===== config.mk =====
export PLATFORM = sky130hd
export DESIGN_NAME = fst_top
export DESIGN_NICKNAME = d
export VERILOG_FILES = /design/src/fst_pkg.sv /design/src/fst_scan_if.sv /design/src/fst_pad_ctrl.sv /design/src/fst_scan_chain.sv /design/src/fst_top.sv
export SDC_FILE = /design/constraint.sdc
export NUM_CORES = 1
export LEC_CHECK = 0
export ABC_AREA = 1
export BUFFER_PORTS_ARGS = -buffer_cell sky130_fd_sc_hd__buf_4
export CAP_MARGIN = 0
export CORE_MARGIN = 5
export CORE_UTILIZATION = 30
export CTS_CLUSTER_DIAMETER = 100
export DETAILED_ROUTE_END_ITERATION = 8
export PLACE_DENSITY = 0.59
export SKIP_CTS_REPAIR_TIMING = 1
export SYNTH_ARGS = -nofsm -noshare
export SYNTH_HDL_FRONTEND = slang
export SYNTH_SLANG_ARGS = --single-unit
export TNS_END_PERCENT = 20

===== constraint.sdc =====
create_clock -name clk -period 1.4 [get_ports clk]
set_clock_uncertainty 0.15 [all_clocks]
set_input_delay 0.14 -clock clk [delete_from_list [all_inputs] [get_ports clk]]
set_output_delay 0.14 -clock clk [all_outputs]
set_load 0.03 [all_outputs]

===== src/fst_pkg.sv =====
/*
 Shared constants for the full-scan test control block: chain layouts,
 field positions, pad roles and fixed test values.
 Assumes every module of the block imports it whole.
*/
package fst_pkg;
   // Chain 0: functional accumulator flops
   localparam int CH0_LEN       = 8;
   // Chain 1: flops around the embedded memory
   localparam int MEM_ADDR_W    = 2;
   localparam int MEM_DATA_W    = 4;
   localparam int MEM_DEPTH     = 4;
   localparam int CH1_ADDR_LSB  = 0;
   localparam int CH1_WDATA_LSB = CH1_ADDR_LSB + MEM_ADDR_W;
   localparam int CH1_WE_BIT    = CH1_WDATA_LSB + MEM_DATA_W;
   localparam int CH1_RDATA_LSB = CH1_WE_BIT + 1;
   localparam int CH1_LEN       = CH1_RDATA_LSB + MEM_DATA_W;
   // Bidirectional pads and the two that double as scan pins
   localparam int N_PADS        = 4;
   localparam int PAD_SI        = 0;
   localparam int PAD_SO        = 1;
   // Fixed values forced while the test-fix enable is high
   localparam logic SR_FIX_VAL  = 1'h0;
   localparam logic DIV_FIX_VAL = 1'h0;
   localparam logic PULSE_FIX   = 1'h0;
   // Non-scanned divider inside the fixed-function macro
   localparam int DIV_W         = 4;
   // Output enables, active low
   localparam logic OE_DRIVE    = 1'h0;
   localparam logic OE_RELEASE  = 1'h1;
endpackage


===== src/fst_scan_if.sv =====
/*
 Test-mode controls carried from the top to the scan chains and pads.
 Assumes the top alone drives it, from its dedicated test pins.
*/
`timescale 1ns/1ps
interface fst_scan_if;
   logic shift;    // Chains form shift registers
   logic test_fix; // Test-fix forcing active
   logic run;      // Clock enable, freezes all state when low

   modport ctrl  (output shift, output test_fix, output run);
   modport chain (input shift, input test_fix, input run);
   modport pad   (input shift, input test_fix, input run);
endinterface


===== src/fst_pad_ctrl.sv =====
/*
 Direction control of the bidirectional pads, two of which double as
 scan data input and scan data output. Assumes the pad cell outside
 resolves the wire from out and the active-low enable.
*/
`timescale 1ns/1ps
module fst_pad_ctrl
   import fst_pkg::*;
#(
   parameter int NP = N_PADS
) (
   fst_scan_if.pad            sif,
   input  wire logic [NP-1:0] func_oe_n,
   input  wire logic [NP-1:0] func_out,
   input  wire logic          so_bit,
   input  wire logic [NP-1:0] pad_in,
   output logic      [NP-1:0] pad_out,
   output logic      [NP-1:0] pad_oe_n,
   output logic               si_bit
);
   // Per-pad direction: scan pins fixed by test-fix, rest input in shift
   generate
      for (genvar i = 0; i < NP; i++) begin : g_pad
         if (i == PAD_SI) begin : g_si
            assign pad_oe_n[i] = sif.test_fix ? OE_RELEASE :
                                 (sif.shift ? OE_RELEASE : func_oe_n[i]);
            assign pad_out[i]  = func_out[i];
         end else if (i == PAD_SO) begin : g_so
            assign pad_oe_n[i] = sif.test_fix ? OE_DRIVE :
                                 (sif.shift ? OE_RELEASE : func_oe_n[i]);
            assign pad_out[i]  = sif.test_fix ? so_bit : func_out[i];
         end else begin : g_fn
            assign pad_oe_n[i] = sif.shift ? OE_RELEASE : func_oe_n[i];
            assign pad_out[i]  = func_out[i];
         end
      end
   endgenerate

   // Scan input shares a pad; nothing else reads it as clock or reset
   assign si_bit = pad_in[PAD_SI];
endmodule // fst_pad_ctrl


===== src/fst_scan_chain.sv =====
/*
 One chain of mux-input scan flops, parameterised in length.
 Assumes a single clock and that the caller supplies functional data,
 the functional load enable and the functional clear.
*/
`timescale 1ns/1ps
module fst_scan_chain
   import fst_pkg::*;
#(
   parameter int LEN = CH0_LEN
) (
   input  wire logic           clk,
   input  wire logic           rst,
   fst_scan_if.chain           sif,
   input  wire logic [LEN-1:0] func_d,
   input  wire logic           load_en,
   input  wire logic           clear,
   input  wire logic           si,
   output logic      [LEN-1:0] q,
   output logic                so
);
   logic [LEN-1:0] q_r;
   logic [LEN-1:0] q_nxt;
   logic [LEN-1:0] chain_d;

   // Serial path: head takes scan input, each bit takes its neighbour
   assign chain_d[0] = si;
   generate
      for (genvar i = 1; i < LEN; i++) begin : g_link
         assign chain_d[i] = q_r[i-1];
      end
   endgenerate

   // Per-flop mux; shift wins, so clear stays inactive while shifting
   always_comb begin
      if (sif.shift) begin
         q_nxt = chain_d;
      end else if (clear) begin
         q_nxt = '0;
      end else if (load_en) begin
         q_nxt = func_d;
      end else begin
         q_nxt = q_r;
      end
   end

   // Register stage
   always_ff @(posedge clk) begin
      if (rst) begin
         q_r <= '0;
      end else if (sif.run) begin
         q_r <= q_nxt;
      end
   end

   assign q  = q_r;
   assign so = q_r[LEN-1];
endmodule // fst_scan_chain


===== src/fst_top.sv =====
/*
 Full mux-scan test control around a small functional core: two scan
 chains, an embedded memory wrapped in scan flops, a former internal
 bus, a latch, asynchronous helpers and a non-scanned divider.
 Assumes one system clock that also serves as scan clock, synchronous
 inputs, and an outside tester driving the dedicated test pins. The
 pad cells sit outside and resolve each pad from its value and its
 active-low enable. Memory words start at zero after reset so that a
 capture never loads an unknown value into the wrapper flops.
*/
// Functional notes
// - One dedicated pin selects shift or capture
// - Shift mode links flops into shift registers
// - Capture mode: logic response loaded next edge
// - Shift holds set/reset inactive, fixes directions
// - Shift select pin shared with nothing
// - Test-fix pin fixes asynchronous parts, clocks
// - Each chain has own scan in/out
// - Shared scan pads forced to fixed direction
// - Scan inputs never drive clocks or resets
// - Scan clock is the system clock
// - Flop clock/set/reset controllable from pins
// - Test-fix routes one clock to all flops
// - Internal bus is a contention-free mux
// - Scan flops around embedded memory ports
// - Latches transparent under test-fix
// - Bidirectional pads input during shift; the scan out pad is driven when test-fix is high
// - Asynchronous structure outputs forced constant
// - Non-scanned flop outputs held constant
// - Full scan with mux-input flops
`timescale 1ns/1ps
module fst_top
   import fst_pkg::*;
#(
   parameter int C0_LEN = CH0_LEN,
   parameter int NP     = N_PADS
) (
   input  wire logic              clk,
   input  wire logic              rst,
   input  wire logic              ce,
   input  wire logic              scan_shift_select,
   input  wire logic              test_fix_enable,
   input  wire logic              scan_in0,
   output logic                   scan_out0,
   input  wire logic              func_tick_a,
   input  wire logic              func_tick_b,
   input  wire logic              func_clear,
   input  wire logic [C0_LEN-1:0] func_din,
   output logic      [C0_LEN-1:0] func_dout,
   output logic [MEM_DATA_W-1:0]  mem_q,
   input  wire logic              bus_req_a,
   input  wire logic              bus_req_b,
   input  wire logic              latch_en,
   input  wire logic              latch_d,
   input  wire logic              sr_set,
   input  wire logic              sr_clr,
   input  wire logic              edge_in,
   input  wire logic [NP-1:0]     pad_in,
   output logic      [NP-1:0]     pad_out,
   output logic      [NP-1:0]     pad_oe_n,
   input  wire logic [NP-1:0]     func_pad_out,
   input  wire logic [NP-1:0]     func_pad_oe_n
);
   // Mode controls shared by both chains and the pad logic
   fst_scan_if sif ();

   // Chain state and serial ends
   logic [C0_LEN-1:0]     c0_q;
   logic [C0_LEN-1:0]     c0_d;
   logic                  c0_so;
   logic [CH1_LEN-1:0]    c1_q;
   logic [CH1_LEN-1:0]    c1_d;
   logic                  c1_so;
   logic                  c1_si;

   // Effective clock roots and clear
   logic                  tick_a_eff;
   logic                  tick_b_eff;
   logic                  clear_eff;

   // Former internal bus
   logic                  bus_en_a;
   logic                  bus_en_b;
   logic [MEM_DATA_W-1:0] bus_val;

   // Non-scanned helpers and their forced outputs
   logic                  latch_q_r;
   logic                  latch_q_nxt;
   logic                  latch_eff;
   logic                  sr_q_r;
   logic                  sr_q_nxt;
   logic                  sr_eff;
   logic                  edge_d_r;
   logic                  edge_d_nxt;
   logic                  pulse_eff;
   logic [DIV_W-1:0]      div_r;
   logic [DIV_W-1:0]      div_nxt;
   logic                  div_eff;

   // Embedded memory and its wrapper ports
   logic [MEM_DATA_W-1:0] mem_r [MEM_DEPTH];
   logic [MEM_ADDR_W-1:0] mem_addr;
   logic [MEM_DATA_W-1:0] mem_wdata;
   logic                  mem_we;
   logic                  mem_wr_en;
   logic [MEM_DATA_W-1:0] mem_rdata;

   // Chain 0 feedback mix
   logic [MEM_DATA_W-1:0] acc_mix;

   // Dedicated test pins drive the mode controls, nothing functional.
   // Sharing the shift select with a data pin would let the tester's
   // mode changes leak into the function, so it has a pin of its own.
   assign sif.shift    = scan_shift_select;
   assign sif.test_fix = test_fix_enable;
   assign sif.run      = ce;

   // Clock roots: under test-fix every scanned flop sees the one clock
   // edge, the functional per-root enables being bypassed. Functionally
   // each root gates its own chain; a tester cannot reproduce that
   // gating, so test-fix ties both roots to the system clock pin and
   // one edge moves every scanned flop at once
   always_comb begin
      if (test_fix_enable) begin
         tick_a_eff = 1'h1;
         tick_b_eff = 1'h1;
      end else begin
         tick_a_eff = func_tick_a;
         tick_b_eff = func_tick_b;
      end
   end

   // Functional clear comes straight from its pin, idle in shift.
   // A clear while shifting would wipe a half-loaded pattern, so the
   // select pin masks it here as well as inside each chain.
   assign clear_eff = func_clear & ~scan_shift_select;

   // Former internal 3-state bus as a mux with one-hot enables. A
   // real 3-state net would float or fight under test patterns; here
   // source A always wins and test-fix leaves A as the only source.
   always_comb begin
      if (test_fix_enable) begin
         bus_en_a = 1'h1;
         bus_en_b = 1'h0;
      end else begin
         bus_en_a = bus_req_a;
         bus_en_b = bus_req_b & ~bus_req_a;
      end
   end

   // Bus value; idle bus reads as zero instead of floating,
   // so no pattern ever observes an unknown level
   always_comb begin
      if (bus_en_a) begin
         bus_val = c0_q[MEM_DATA_W-1:0];
      end else if (bus_en_b) begin
         bus_val = {MEM_DATA_W{latch_eff}};
      end else begin
         bus_val = '0;
      end
   end

   // Level latch modelled as held bit; its gate is an ordinary pin,
   // so away from test-fix it follows the function alone
   always_comb begin
      latch_q_nxt = latch_en ? latch_d : latch_q_r;
   end

   // Latch register
   always_ff @(posedge clk) begin
      if (rst) begin
         latch_q_r <= 1'h0;
      end else if (ce) begin
         latch_q_r <= latch_q_nxt;
      end
   end

   // Set-reset latch; set wins when both inputs are high, a race
   // that test-fix hides by pinning the output
   always_comb begin
      if (sr_set) begin
         sr_q_nxt = 1'h1;
      end else if (sr_clr) begin
         sr_q_nxt = 1'h0;
      end else begin
         sr_q_nxt = sr_q_r;
      end
   end

   // Set-reset register
   always_ff @(posedge clk) begin
      if (rst) begin
         sr_q_r <= 1'h0;
      end else if (ce) begin
         sr_q_r <= sr_q_nxt;
      end
   end

   // Edge differentiator: last input level, its one-cycle pulse
   // being pinned under test-fix
   always_comb begin
      edge_d_nxt = edge_in;
   end

   // Edge history register
   always_ff @(posedge clk) begin
      if (rst) begin
         edge_d_r <= 1'h0;
      end else if (ce) begin
         edge_d_r <= edge_d_nxt;
      end
   end

   // Divider of the fixed macro: not on a chain, so its count cannot
   // be set by a pattern and its output is pinned under test-fix
   always_comb begin
      div_nxt = div_r + {{(DIV_W-1){1'h0}}, 1'h1};
   end

   // Divider register
   always_ff @(posedge clk) begin
      if (rst) begin
         div_r <= '0;
      end else if (ce) begin
         div_r <= div_nxt;
      end
   end

   // Test-fix forcing: the latch opens, racing and unscanned outputs
   // are pinned. Each would otherwise carry state that the chains
   // cannot set, and one unknown spoils every later pattern.
   always_comb begin
      if (test_fix_enable) begin
         latch_eff = latch_d;
         sr_eff    = SR_FIX_VAL;
         pulse_eff = PULSE_FIX;
         div_eff   = DIV_FIX_VAL;
      end else begin
         latch_eff = latch_q_r;
         sr_eff    = sr_q_r;
         pulse_eff = edge_in & ~edge_d_r;
         div_eff   = div_r[DIV_W-1];
      end
   end

   // Chain 0 functional input: data pins mixed with core state.
   // The low nibble also sees the bus and every forced helper, so a
   // capture makes the forcing visible at the chain outputs.
   always_comb begin
      acc_mix = bus_val ^ {sr_eff, pulse_eff, div_eff, latch_eff};
      c0_d    = func_din ^ {c0_q[C0_LEN-2:0], c0_q[C0_LEN-1]};
      c0_d[MEM_DATA_W-1:0] = c0_d[MEM_DATA_W-1:0] ^ acc_mix;
   end

   // Chain 0: accumulator flops, own dedicated scan pins
   fst_scan_chain #(
      .LEN (C0_LEN)
   ) u_chain0 (
      .clk     (clk),
      .rst     (rst),
      .sif     (sif),
      .func_d  (c0_d),
      .load_en (tick_a_eff),
      .clear   (clear_eff),
      .si      (scan_in0),
      .q       (c0_q),
      .so      (c0_so)
   );
   // Chain 0 ends go straight to pins
   assign scan_out0 = c0_so;
   assign func_dout = c0_q;

   // Memory ports come from chain 1 flops so they are controllable,
   // and the read data lands in flops that the chain can observe
   assign mem_addr  = c1_q[CH1_ADDR_LSB +: MEM_ADDR_W];
   assign mem_wdata = c1_q[CH1_WDATA_LSB +: MEM_DATA_W];
   assign mem_we    = c1_q[CH1_WE_BIT];
   assign mem_rdata = mem_r[mem_addr];

   // Write strobe; blocked while shifting so scan data never lands in
   // the array, and frozen with the clock enable like every flop
   always_comb begin
      mem_wr_en = ce & mem_we & ~scan_shift_select;
   end

   // Memory entries, cleared by reset so that a capture reading a word
   // never written loads a known value; one register set per entry
   // keeps each word's write decode next to its storage
   generate
      for (genvar e = 0; e < MEM_DEPTH; e++) begin : g_mem
         always_ff @(posedge clk) begin
            if (rst) begin
               mem_r[e] <= '0;
            end else if (mem_wr_en && (mem_addr == MEM_ADDR_W'(e))) begin
               mem_r[e] <= mem_wdata;
            end
         end
      end
   endgenerate

   // Chain 1 functional input: memory request and observed read data;
   // read data comes from the address that the chain holds now
   always_comb begin
      c1_d = c1_q;
      c1_d[CH1_ADDR_LSB +: MEM_ADDR_W]  = func_din[MEM_ADDR_W-1:0];
      c1_d[CH1_WDATA_LSB +: MEM_DATA_W] = c0_q[MEM_DATA_W-1:0];
      c1_d[CH1_WE_BIT]                  = func_din[C0_LEN-1];
      c1_d[CH1_RDATA_LSB +: MEM_DATA_W] = mem_rdata;
   end

   // Chain 1: memory wrapper flops, scan pins shared with pads
   fst_scan_chain #(
      .LEN (CH1_LEN)
   ) u_chain1 (
      .clk     (clk),
      .rst     (rst),
      .sif     (sif),
      .func_d  (c1_d),
      .load_en (tick_b_eff),
      .clear   (clear_eff),
      .si      (c1_si),
      .q       (c1_q),
      .so      (c1_so)
   );
   // Captured read data stands on its own port for observation
   assign mem_q = c1_q[CH1_RDATA_LSB +: MEM_DATA_W];

   // Pad directions and the shared scan pins of chain 1.
   // Chain 1 reaches the tester through two shared pads, chain 0
   // through pins of its own.
   fst_pad_ctrl #(
      .NP (NP)
   ) u_pads (
      .sif       (sif),
      .func_oe_n (func_pad_oe_n),
      .func_out  (func_pad_out),
      .so_bit    (c1_so),
      .pad_in    (pad_in),
      .pad_out   (pad_out),
      .pad_oe_n  (pad_oe_n),
      .si_bit    (c1_si)
   );
endmodule // fst_top


Yosys cells after proc, flatten, opt, wreduce, memory -nomap -nowiden
Memories as Yosys holds them, arrays and structs flattened. A register that Yosys moved wholly into a read port is not among the register bits.
Cells that the tools add are included.
{"block": "op_classes", "bitwise": 15, "eq_ne": 3, "reduce_logical": 12, "muxes": 45, "n_addsub": 1}
{"op": "$mux W11", "count": 3}
{"op": "$mux W1", "count": 31}
{"op": "$mux W4", "count": 6}
{"op": "$mux W8", "count": 3}
{"op": "$reduce_and A2 Y1", "count": 4}
{"op": "$xor A4 B4 Y4", "count": 2}
{"op": "$xor A8 B8 Y8", "count": 1}
{"op": "$reduce_bool A3 Y1", "count": 2}
{"op": "$and A1 B1 Y1", "count": 5}
{"op": "$add A4 B1 Y4 const B", "count": 1}
{"op": "$eq A2 B2 Y1 const B", "count": 2}
{"op": "$logic_and A1 B1 Y1", "count": 4}
{"op": "$mux W2", "count": 2}
{"op": "$or A1 B1 Y1", "count": 4}
{"op": "$not A1 Y1", "count": 3}
{"op": "$eq A2 B1 Y1 const B", "count": 1}
{"op": "$logic_not A2 Y1", "count": 1}
{"op": "$reduce_bool A2 Y1", "count": 1}
{"block": "word_totals", "ramBits": 16, "out_inout_bits": 21, "memories": 1, "regBits": 26, "elab_cells": 83}
{"name": "mem_r", "words": 4, "width": 4, "read_ports": 1, "rd_ports_with_merged_regs": 1, "write_ports": 4, "line_no": "fst_top.sv:101", "rtl": "logic [MEM_DATA_W-1:0] mem_r [MEM_DEPTH];"}

Longest topological paths before layout
Gate-level depths: netlist (run 1).
{"block": "logic_depth", "depth_word": 10, "depth_mapped": 10}

Hierarchy
From an unflattened synthesis (run 1), not the netlist that was laid out.
{"block": "hier_totals", "hier_cells": 411, "area_unflattened_um2": 2671.3}
{"mod": "fst_top", "cells_per_inst": 207, "instances": 1, "area_per_inst_um2": 1430.1}
{"mod": "fst_scan_chain at u_chain1", "cells_per_inst": 110, "instances": 1, "area_per_inst_um2": 681.9}
{"mod": "fst_scan_chain at u_chain0", "cells_per_inst": 80, "instances": 1, "area_per_inst_um2": 486.7}
{"mod": "fst_pad_ctrl", "cells_per_inst": 14, "instances": 1, "area_per_inst_um2": 72.6}

Least setup slack after synthesis (run 1)
Ideal clock, no wire load.
{"block": "synth_timing", "path_kind": "register -> register", "startpoint": "register u_chain0.q_r[0], in the netlist u_chain0.q[0]", "endpoint": "register u_chain0.q_r[1], in the netlist u_chain0.q[1]", "stages_incl_launch_ff": 8, "synth_period_minus_slack_ns": 1.379, "slack_ns": 0.021, "arrival_ns": 1.110, "cell_sequence": "dfxtp_1 -> or2_2 -> nand2_1 -> nand2_1 -> nand2_1 -> nand3_1 -> nand3_1 -> a21oi_1"}
{"block": "synth_between", "elab_chain_cells": 5}
{"item": "start: declaration", "line_no": "fst_scan_chain.sv:22", "rtl": "logic [LEN-1:0] q_r;"}
{"item": "start signal: assignment", "line_no": "fst_scan_chain.sv:52", "rtl": "q_r <= q_nxt;"}
{"item": "$xor A8 B8 Y8", "line_no": "fst_top.sv:251", "rtl": "c0_d = func_din ^ {c0_q[C0_LEN-2:0], c0_q[C0_LEN-1]};"}
{"item": "$xor A4 B4 Y4", "line_no": "fst_top.sv:252", "rtl": "c0_d[MEM_DATA_W-1:0] = c0_d[MEM_DATA_W-1:0] ^ acc_mix;"}
{"item": "$mux W8", "line_no": "fst_scan_chain.sv:40", "rtl": "end else if (load_en) begin"}
{"item": "$mux W8", "line_no": "fst_scan_chain.sv:38", "rtl": "end else if (clear) begin"}
{"item": "$mux W8 *", "line_no": "fst_scan_chain.sv:36", "rtl": "if (sif.shift) begin"}
Every way passes the cells marked *; elsewhere a longest branch is shown, timed or not. The select of a mux whose other input is x is not followed.
A chain may end at the register's enable or synchronous reset.

Worst setup path after layout (run 1)
{"block": "layout_timing", "startpoint": "input port edge_in", "endpoint": "register u_chain0.q_r[2], in the netlist u_chain0.q[2]"}
{"block": "layout_between", "elab_chain_cells": 7}
{"item": "start: declaration", "line_no": "fst_top.sv:57", "rtl": "input wire logic edge_in,"}
{"item": "$and A1 B1 Y1", "line_no": "fst_top.sv:241", "rtl": "pulse_eff = edge_in & ~edge_d_r;"}
{"item": "$mux W1", "line_no": "fst_top.sv:233", "rtl": "if (test_fix_enable) begin"}
{"item": "$xor A4 B4 Y4", "line_no": "fst_top.sv:250", "rtl": "acc_mix = bus_val ^ {sr_eff, pulse_eff, div_eff, latch_eff};"}
{"item": "$xor A4 B4 Y4", "line_no": "fst_top.sv:252"}
{"item": "$mux W8", "line_no": "fst_scan_chain.sv:40"}
{"item": "$mux W8", "line_no": "fst_scan_chain.sv:38"}
{"item": "$mux W8", "line_no": "fst_scan_chain.sv:36"}
No other way between the ends. The select of a mux whose other input is x is not followed.

==> run metrics, run 1 <==
RR Startpoint=u_chain1.q[6]; PortBufs=47; startpoint class of the critical path=input port; clk sink count=44; Post-synth EDFFs=16; Min Hold Slack=-0.0245 ns; Final Max Tran Viols=0; final WL=5.80 mm; maximum vdd drop=0.000381 V; Placed Area=0.00284 mm2; Max Cap Viol=0; CTS buffer count=5; Synth-to-Final Area Change=27.2%; slew margin rel.=78.1%; worst-margin pin slew=0.328 ns; final hold vios=2; Top Ports=57; Synth area leader=dfxtp_1; vias per std cell=4.67; post-synthesis cell area=0.00237 mm2; post-synth top area share=23.7%; r2r endpoint=mem_r[3][3]; DRT iter0 DRCs=93; DR pass1 iterations=4; DR DRC count=0; outcome=complete, but fails checks; Via Count=2,225; failing checks=negative hold slack; CTS HTree Levels=2; Final Cycle Share=93.3%; fin area=0.00301 mm2; hold path depth=3; Async SR Flop Fraction=0%; Leak=1.34 nW; layout cells sized above 1=22.2%; #FFs+latches synth=44; WS Path Type=in -> reg; Net Sw Frac=28.6%; clk buf depth=2; Worst Path Max Fanout=3; Chip Height=98.8 um; Critical Path AT=1.36 ns; gr ovfl total=0; Hold Path Class=in -> reg; Achievable Freq=765 MHz; synth warn=0; Net Count, Synth=354; reg2reg setup slack=0.11 ns; setup violators final=0; largest net degree at the start of global routing=33; setup TNS=0 ns; Flop pwr share=47.5%; Starting Density=30.8%; ant diodes=0; Clk pwr share=32.3%; internal power=2.19 mW; antenna violations before repair=0; die width=98.8 um; CP endpoint kind=flop; Logic pwr share=20.2%; Antenna Nets Post-Route=0; sequential-to-total area share from yosys stat=44.0%; die area=0.00977 mm2; most used flip-flop cell after synthesis=dfxtp_1; GRT Total Usage=12.4%; Design Power=3.06 mW; PwrDens=1020 mW/mm2; final core utilization=39.2%; GP Congestion=0.759; global-route wire length before repair=9.85 mm; worst reg-to-reg path cell count=4; core area=0.00769 mm2; CP required=1.45 ns; hold path start=latch_d; Final HPWL DP=4.40 mm; distinct cell type count after synthesis=31; fin crit period=1.31 ns; Final Net Count=410; routed len/inst=12.2 um; end of the worst hold path=latch_q_r; row count=32; top post-synthesis cells by area=dfxtp_1 24%, edfxtp_1 20%, nand2_1 9.7%; synthesized instance count=317; CTS clock-pin slew for the worst setup and hold paths=0.09 ns; P_sw=878 uW; worst skew pair latency=0.30 ns; vias in the first global route=2,144; TritonCTS clock tree=done; post-synthesis area per instance=7.47 um2; root buf cell=clkbuf_8
==> layer usage <==
| layer | GRT usage (%) | routed length [um] | share of wire, % | vias up |
|---|---|---|---|---|
| met5 | 0 | 0 | 0 | - |
| li1 | - | - | - | 1158 |
| met3 | 4.03 | 260 | 4.5 | 6 |
| met4 | 3.89 | 50 | 0.86 | 0 |
| met1 | 14.9 | 2650 | 46 | 1014 |
| met2 | 20.9 | 2830 | 49 | 47 |
==> through the flow <==
stage / hold slack, ns / std cells / setup WS, ns
6_report: -0.0245 / 476 / 0.0933
5_1_grt: 0.0145 / 476 / -0.0132
4_1_cts: -0.144 / 471 / 0.0353
3_5_place_dp: 0.130 / 463 / 0.0140
3_3_place_gp: 0.130 / 463 / 0.0585
2_1_floorplan: 0.0591 / 317 / 0.0206
==> critical path: stages <==
cell           delay [ns]
dlygate4sd3_1        0.53
buf_4                0.10
inv_1                0.05
nor3_1               0.20
nand2_1              0.09
nand2_1              0.07
nand3_1              0.07
nand3_1              0.07
a21oi_1              0.05
==> layout by cell type, fill, tap and decap left out, types with 2 or more instances in the layout <==
cell,count
nand2_1,61
buf_4,61
nor2_1,42
o21ai_0,36
inv_1,32
a21oi_1,32
dfxtp_1,27
edfxtp_1,16
nand3_1,15
nand4_1,6
a22oi_1,6
clkbuf_8,5
dlygate4sd3_1,5
nand2_2,4
or2_2,3
nor2_2,2
xor2_1,2
nand3b_1,2
==> worst max path at each step <==
stage,startpoint,endpoint,slack (ns),cells after the start
floorplan,u_chain0.q[0],u_chain0.q[1],0.02,7
finish,edge_in,u_chain0.q[2],0.09,9
global placement,u_chain1.q[6],mem_r[0][1],0.06,4
global route,u_chain1.q[6],mem_r[2][1],-0.01,4
CTS,u_chain1.q[6],mem_r[2][1],0.04,4
detailed placement,scan_shift_select,u_chain0.q[6],0.01,7
==> synth_stat cells, types with 2 or more instances <==
cell,count
nand2_1,61
nor2_1,42
o21ai_0,36
a21oi_1,32
inv_1,32
dfxtp_1,28
edfxtp_1,16
nand3_1,15
buf_4,9
a22oi_1,6
nand4_1,6
clkbuf_1,4
nand2_2,4
nor2_2,3
or2_2,3
buf_2,2
buf_6,2
nand3b_1,2
xor2_1,2
==> layout make-up <==
class                           instances  area, um2
Multi-Input combinational cell        222       1080
Sequential cell                        44       1040
Clock buffer                            5       68.8
Clock inverter                          3       42.5
Inverter                               33        124
Tap cell                              102        128
Timing Repair Buffer                   67        528
Fill cell                             828       4680
==> kinds of logic (layout without fill, tap and decap cells) <==
family	after synthesis	in the layout	share of synthesized area, %
and+or+nand+nor	140	140	25.6
AOI/OAI and AO/OA	78	78	18.1
buffers and inverters	51	108	10.7
DFF	44	44	44.0
xor gates and xnor gates	3	3	1.11
adders and majority gates	1	1	0.528
==> registers in the layout, summed over array words and instances, names as in the netlist, named ones only <==
name and flops:
u_chain1.q 11, u_chain0.q 8, latch_q_r 1, sr_q_r 1, div_r 4, mem_r 16
edge_d_r 1
==> power by group through the flow <==
stage / clock network (mW) / registers (mW) / logic [mW]
2_1_floorplan: 0 / 1.50 / 0.376
3_3_place_gp: 0 / 1.48 / 0.602
3_5_place_dp: 0 / 1.49 / 0.610
4_1_cts: 1.00 / 1.46 / 0.613
5_1_grt: 1.06 / 1.47 / 0.696
6_report: 0.989 / 1.46 / 0.619
(Power assumes the default switching activity.)
==> inputs of run 2 (changes only) <==
--- a/config.mk
+++ b/config.mk
@@ -5,14 +5,12 @@
 export SDC_FILE = /design/constraint.sdc
 export NUM_CORES = 1
 export LEC_CHECK = 0
-export ABC_AREA = 1
 export BUFFER_PORTS_ARGS = -buffer_cell sky130_fd_sc_hd__buf_4
 export CAP_MARGIN = 0
 export CORE_MARGIN = 5
 export CORE_UTILIZATION = 30
 export CTS_CLUSTER_DIAMETER = 100
 export DETAILED_ROUTE_END_ITERATION = 8
-export PLACE_DENSITY = 0.59
 export SKIP_CTS_REPAIR_TIMING = 1
 export SYNTH_ARGS = -nofsm -noshare
 export SYNTH_HDL_FRONTEND = slang
==> constraint.sdc (replaced) <==
create_clock -name clk -period 1.4 [get_ports clk]
set_clock_uncertainty 0.15 [all_clocks]
set_input_delay 0.28 -clock clk [delete_from_list [all_inputs] [get_ports clk]]
set_output_delay 0.28 -clock clk [all_outputs]
set_load 0.03 [all_outputs]
==> run metrics, run 2 <==
clk buf depth=2 (unchanged); WS Path Type=reg -> out; Synth-to-Final Area Change=37.5%; Post-synth EDFFs=16 (unchanged); largest net degree at the start of global routing=23 (-30%); routed len/inst=14.7 um (+21%); global-route wire length before repair=9.72 mm (-1.3%); Synth area leader=dfxtp_1; Max Cap Viol=0 (unchanged); most used flip-flop cell after synthesis=dfxtp_1; clk sink count=44 (unchanged); commonest non-fill, non-tap cell in the layout=buf_4; top post-synthesis cells by area=dfxtp_1 24%, edfxtp_1 21%, xnor2_1 4.5%; die area=0.00966 mm2 (-1.1%); GP Congestion=0.738 (-2.8%); CTS buffer count=5 (unchanged); GRT Total Usage=12.4% (about the same); row count=32 (unchanged); Final Max Tran Viols=0 (unchanged); fin crit period=1.45 ns (+0.143 ns); vias per std cell=4.77 (+2.1%); slew margin rel.=78.8% (+0.75 points); root buf cell=clkbuf_8; post-synth top area share=24.0% (+0.29 points); Largest register FFs=16 (unchanged); die width=98.3 um (-0.55%); Final HPWL DP=4.46 mm (+1.5%); Net Sw Frac=29.1% (+0.48 points); PortBufs=47 (unchanged); #FFs+latches synth=44 (unchanged); maximum vdd drop=0.000437 V (+15%); Worst Path Max Fanout=3 (unchanged); antenna violations before repair=0 (unchanged); Hold Path Class=in -> reg; Achievable Freq=690 MHz (-9.9%); Logic pwr share=23.5% (+3.3 points); Net Count, Synth=270 (-24%); worst-margin pin slew=0.318 ns (-0.0101 ns); post-synthesis area per instance=10.0 um2 (+34%); Flop pwr share=49.6% (+2.1 points); CP required=0.97 ns (-0.48 ns); CP endpoint kind=primary output; worst skew pair latency=0.30 ns (about the same); setup TNS=-0.0655 ns (-0.0655 ns); internal power=2.10 mW (-3.7%); synth warn=0 (unchanged); setup violators final=2 (+2); Chip Height=98.3 um (-0.55%); synthesized instance count=233 (-26%); Clk pwr share=26.8% (-5.5 points); distinct cell type count after synthesis=38 (+23%); core area=0.00765 mm2 (-0.52%); CTS clock-pin slew for the worst setup and hold paths=0.09 ns (about the same); Top Ports=57 (unchanged); DRT iter0 DRCs=67 (-28%); post-route worst setup slack=-0.0498 ns (-0.143 ns); Final Net Count=339 (-17%); PwrDens=923 mW/mm2 (-9.2%); Via Count=1,933 (-13%); Leak=1.27 nW (-5.2%); Critical Path AT=1.02 ns (-0.34 ns); DR pass1 iterations=4 (unchanged); sequential-to-total area share from yosys stat=44.5% (+0.54 points); outcome=complete, but fails checks; Reg with most FFs=mem_r; Synth top cells by count=28 x dfxtp_1, 27 x nor2_1, 17 x nand2_1, 16 x and2_1, 16 x edfxtp_1; gr ovfl total=0 (unchanged); final hold vios=0 (-2); layout cells sized above 1=42.6% (+20 points); most frequent cells in the layout=72 x buf_4, 27 x nor2_1, 20 x dfxtp_1; P_sw=865 uW (-1.5%); TritonCTS clock tree=done; vias in the first global route=1,956 (-8.8%); CTS HTree Levels=2 (unchanged); RSZ-0062 raised after global routing=true; ant diodes=0 (unchanged); Antenna Nets Post-Route=0 (unchanged); count leader, synth=dfxtp_1; failing checks=negative setup slack; DP Worst Slack=-0.211 ns (-0.225 ns); Async SR Flop Fraction=0% (unchanged); Final Cycle Share=104% (+10 points); post-synthesis cell area=0.00234 mm2 (-1.2%); startpoint class of the critical path=flop; Starting Density=30.6% (-0.22 points); final WL=5.95 mm (+2.6%); DR DRC count=0 (unchanged)
## run 2: path summary, 6_finish.rpt
check	start	to	slack (ns)	cells past startpoint
worst max register to register	flop	u_chain1.q[8]	-0.02	3
worst max-delay path	u_chain1.q[10]	pad_out[1]	-0.05	2
worst min-delay path	edge_in	edge_d_r	0.07	3
worst min register to register	latch_q_r	latch_q_r	0.36	2
## run 2: worst max-delay path, stage by stage (launching register included)
cell and delay (ns):
dfxtp_2 0.33, mux2_4 0.25, buf_6 0.14
## run 2: power by group through the flow
stage	sequential, mW	combinational [mW]	clock [mW]
6_report	1.47	0.698	0.797
5_1_grt	1.49	0.755	0.873
4_1_cts	1.47	0.655	0.815
3_5_place_dp	1.50	0.652	0
3_3_place_gp	1.50	0.643	0
2_1_floorplan	1.52	0.386	0
## run 2: metal layers
layer / track usage (%) / vias up / part of all wire (%)
met2: 19.8 / 32 / 49
met5: 0 / - / 0
met4: 4.20 / 0 / 1.5
met1: 16.6 / 921 / 45
li1: - / 974 / -
met3: 2.50 / 6 / 3.9
## run 2: area by class of cell
cell class	count	area, um2
clock inverter	1	5.00
inverter	1	3.75
sequential	44	1060
multi-input combinational	166	1250
clock buffer	7	76.3
tap	102	128
fill	744	4430
timing repair buffer	84	697
## run 2: logic make-up after synthesis
group           synth area share, %
buf+inv                        6.63
fa+ha+maj                     0.535
mux                            5.62
xor+xnor                       5.62
compound gates                 17.6
simple gates                   19.5
flops                          44.5
## run 2: per-stage QoR
| stage | util (%) | instances | instance area (um2) | total power [mW] | hold WS [ns] |
|---|---|---|---|---|---|
| detailed placement | 38.9 | 394 | 2980 | 2.15 | 0.341 |
| floorplan | - | 233 | 2380 | 1.90 | 0.277 |
| CTS | 40.0 | 402 | 3060 | 2.94 | 0.0734 |
| finish | 42.0 | 405 | 3220 | 2.97 | 0.0741 |
| global route | 42.0 | 405 | 3220 | 3.11 | 0.118 |
| global placement | 38.9 | 394 | 2980 | 2.14 | 0.315 |
==> inputs of run 3 (changes only) <==
--- a/config.mk
+++ b/config.mk
@@ -8,11 +8,14 @@
 export BUFFER_PORTS_ARGS = -buffer_cell sky130_fd_sc_hd__buf_4
 export CAP_MARGIN = 0
 export CORE_MARGIN = 5
-export CORE_UTILIZATION = 30
+export CORE_UTILIZATION = 56
+export CTS_BUF_LIST = sky130_fd_sc_hd__clkbuf_8
 export CTS_CLUSTER_DIAMETER = 100
 export DETAILED_ROUTE_END_ITERATION = 8
+export PLACE_DENSITY = 0.82
 export SKIP_CTS_REPAIR_TIMING = 1
 export SYNTH_ARGS = -nofsm -noshare
 export SYNTH_HDL_FRONTEND = slang
+export SYNTH_HIERARCHICAL = 1
 export SYNTH_SLANG_ARGS = --single-unit
 export TNS_END_PERCENT = 20
==> run metrics, run 3 <==
outcome=complete, but fails checks; failing checks=negative setup slack; Via Count=2,043 (+5.7%); met1 WL=2.51 mm (-6.3%); post-synth top area share=21.0% (-2.9 points); CP peak stage delay=0.53 ns (+0.20 ns); setup TNS=-2.77 ns (-2.70 ns); r2r endpoint=u_chain0/q[3]; Worst Path Max Fanout=2 (-1); Placed Area=0.00305 mm2 (+2.4%); Top Ports=57 (unchanged); clk sink count=42 (-4.5%); startpoint class of the critical path=flop; fillers=286 (-62%); commonest non-fill, non-tap cell in the layout=buf_4; TritonCTS clock tree=done; Placed Instances=347 (-12%); PortBufs=47 (unchanged); CP required=1.46 ns (+0.49 ns); most frequent cells in the layout=65 x buf_4, 26 x nand2_1, 19 x nor2_2, 18 x dfxtp_1, 18 x a311oi_2; post-synthesis area per instance=10.5 um2 (+4.5%); worst skew pair latency=0.30 ns (about the same); post-synthesis cell area=0.00247 mm2 (+5.8%); Hold Path Class=in -> reg; Chip Height=76.5 um (-22%); WS Path Type=reg -> reg; global-route wire length before repair=9.60 mm (-1.2%); Post-synth EDFFs=16 (unchanged); routed len/inst=17.0 um (+16%); Layout Cells excl Fill=355 (-12%); internal power=2.24 mW (+6.7%); DRT iter0 DRCs=200 (+200%); most used flip-flop cell after synthesis=dfxtp_1; fin crit period=1.64 ns (+0.188 ns); worst reg-to-reg path cell count=5 (+2); Critical Path AT=1.70 ns (+0.68 ns); Final Net Count=339 (unchanged); CTS buffer count=5 (unchanged); vias per std cell=5.75 (+21%); ant diodes=0 (unchanged); maximum vdd drop=0.000583 V (+34%); Max Cap Viol=0 (unchanged); Final Cycle Share=117% (+13 points); Synth top cells by count=26 x dfxtp_1, 26 x nand2_1, 20 x o21ai_0, 19 x nor2_2, 18 x a311oi_2; Worst path slowest cell=or4_1; setup violators final=36 (+34); Final Max Tran Viols=0 (unchanged); Net Count, Synth=273 (+1.1%); Synth-to-Final Area Change=32.6%; Final HPWL DP=4.38 mm (-1.7%); row count=24 (-25%); top post-synthesis cells by area=dfxtp_1 21%, edfxtp_1 19%, a311oi_2 11%; RSZ-0062 raised after global routing=true; Design Power=3.16 mW (+6.6%); Net Sw Frac=29.1% (-0.055 points); final core utilization=75.9% (+34 points); synthesized instance count=236 (+1.3%); CP endpoint kind=flop; critical path depth=5 (+3); DR pass1 iterations=4 (unchanged); Largest register FFs=16 (unchanged); Top Layer Used=met4; Logic pwr share=24.4% (+0.9 points); post-route worst setup slack=-0.238 ns (-0.188 ns); GP Congestion=0.798 (+8.2%); Achievable Freq=611 MHz (-11%); Synth area leader=dfxtp_1; P_sw=920 uW (+6.4%); RR Startpoint=sr_q_r; Antenna Nets Post-Route=0 (unchanged); final WL=6.04 mm (+1.4%); die area=0.00585 mm2 (-39%); hold path depth=3 (unchanged); worst path buffer plus inverter count=0 (-1); Reg with most FFs=mem_r; reg2reg setup slack=-0.24 ns (-0.22 ns); Starting Density=57.2% (+27 points); DR DRC count=0 (unchanged); final hold vios=0 (unchanged); gr ovfl total=0 (unchanged); CP top delay family=simple AND/OR/NAND/NOR gates; worst-margin pin slew=0.333 ns (+0.0150 ns); layout cells sized above 1=53.8% (+11 points); Leak=1.26 nW (-0.46%); crit-path cells=or4_1, nand3_2, xnor2_1, o21ai_1, a311oi_2; sequential-to-total area share from yosys stat=40.4% (-4.1 points); met3 wire length=394 um (+68%); root buf cell=clkbuf_8; synth warn=6 (+6); fin area=0.00328 mm2 (+2.1%); Flop pwr share=44.6% (-5.0 points); distinct cell type count after synthesis=48 (+26%); CTS clock-pin slew for the worst setup and hold paths=0.09 ns (about the same); core area=0.00432 mm2 (-43%); GRT Total Usage=20.1% (+7.7 points); largest net degree at the start of global routing=20 (-13%); clk buf depth=2 (unchanged); PwrDens=964 mW/mm2 (+4.4%); antenna violations before repair=0 (unchanged); Async SR Flop Fraction=0% (unchanged); #FFs+latches synth=42 (-4.5%); end of the critical path=u_chain0/q[3]; met2 WL post-DR=3.05 mm (+3.9%); die width=76.5 um (-22%); slew margin rel.=77.8% (-1.0 points); vias in the first global route=2,013 (+2.9%); Clk pwr share=31.0% (+4.2 points); CTS HTree Levels=2 (unchanged); Worst Setup SP=sr_q_r
[run 3: worst reg2reg max path: stages (launching register included)]
cell and delay [ns]:
dfxtp_1 0.32, or4_1 0.53, nand3_2 0.08, xnor2_1 0.11, o21ai_1 0.08, a311oi_2 0.28
[run 3: cells by family after synthesis]
| kind of cell | count (synthesis) | share of synthesized area, % |
|---|---|---|
| AO/OA/AOI/OAI | 55 | 20.3 |
| XOR/XNOR | 17 | 6.02 |
| adder cells (fa/ha/maj) | 1 | 0.505 |
| buffers and inverters | 22 | 5.86 |
| flip-flops | 42 | 40.4 |
| multiplexers | 8 | 5.76 |
| AND/OR/NAND/NOR | 91 | 21.1 |
[run 3: worst min-delay path by stage]
stage	startpoint	endpoint	slack, ns
after global placement	edge_d_r	edge_d_r	0.33
after detailed placement	edge_d_r	edge_d_r	0.34
after global routing	latch_en	latch_q_r	0.1
after CTS	edge_in	edge_d_r	0.08
final	edge_in	edge_d_r	0.08
after floorplan	rst	u_chain1/q[5]	0.21
[run 3: routing by layer]
metal / track usage [%] / vias to the layer above
li1: - / 984
met1: 24.6 / 979
met2: 33.4 / 72
met3: 6.03 / 8
met4: 6.99 / 0
met5: 0 / -
[run 3: final cells by class]
cell class | instances | area [um2] | share of cell area [%]
Clock buffer | 5 | 68.8 | 2.10
Timing Repair Buffer | 78 | 652 | 19.9
Sequential cell | 42 | 1020 | 31.0
Inverter | 3 | 15.0 | 0.457
Multi-Input combinational cell | 172 | 1420 | 43.2
Clock inverter | 3 | 45.0 | 1.37
Tap cell | 52 | 65.1 | 1.98
[run 3: per-stage QoR]
| stage | worst slack [ns] | hold WS, ns |
|---|---|---|
| 3_3_place_gp | -0.281 | 0.325 |
| 4_1_cts | -0.281 | 0.0753 |
| 6_report | -0.238 | 0.0790 |
| 5_1_grt | -0.309 | 0.0988 |
| 2_1_floorplan | -0.197 | 0.208 |
| 3_5_place_dp | -0.353 | 0.342 |
[run 3: power by group through the flow]
stage          clock network, mW  logic, mW  registers (mW)
2_1_floorplan                  0      0.421            1.47
3_3_place_gp                   0      0.700            1.43
3_5_place_dp                   0      0.719            1.43
4_1_cts                    0.991      0.721            1.41
5_1_grt                     1.05      0.828            1.42
6_report                   0.981      0.773            1.41
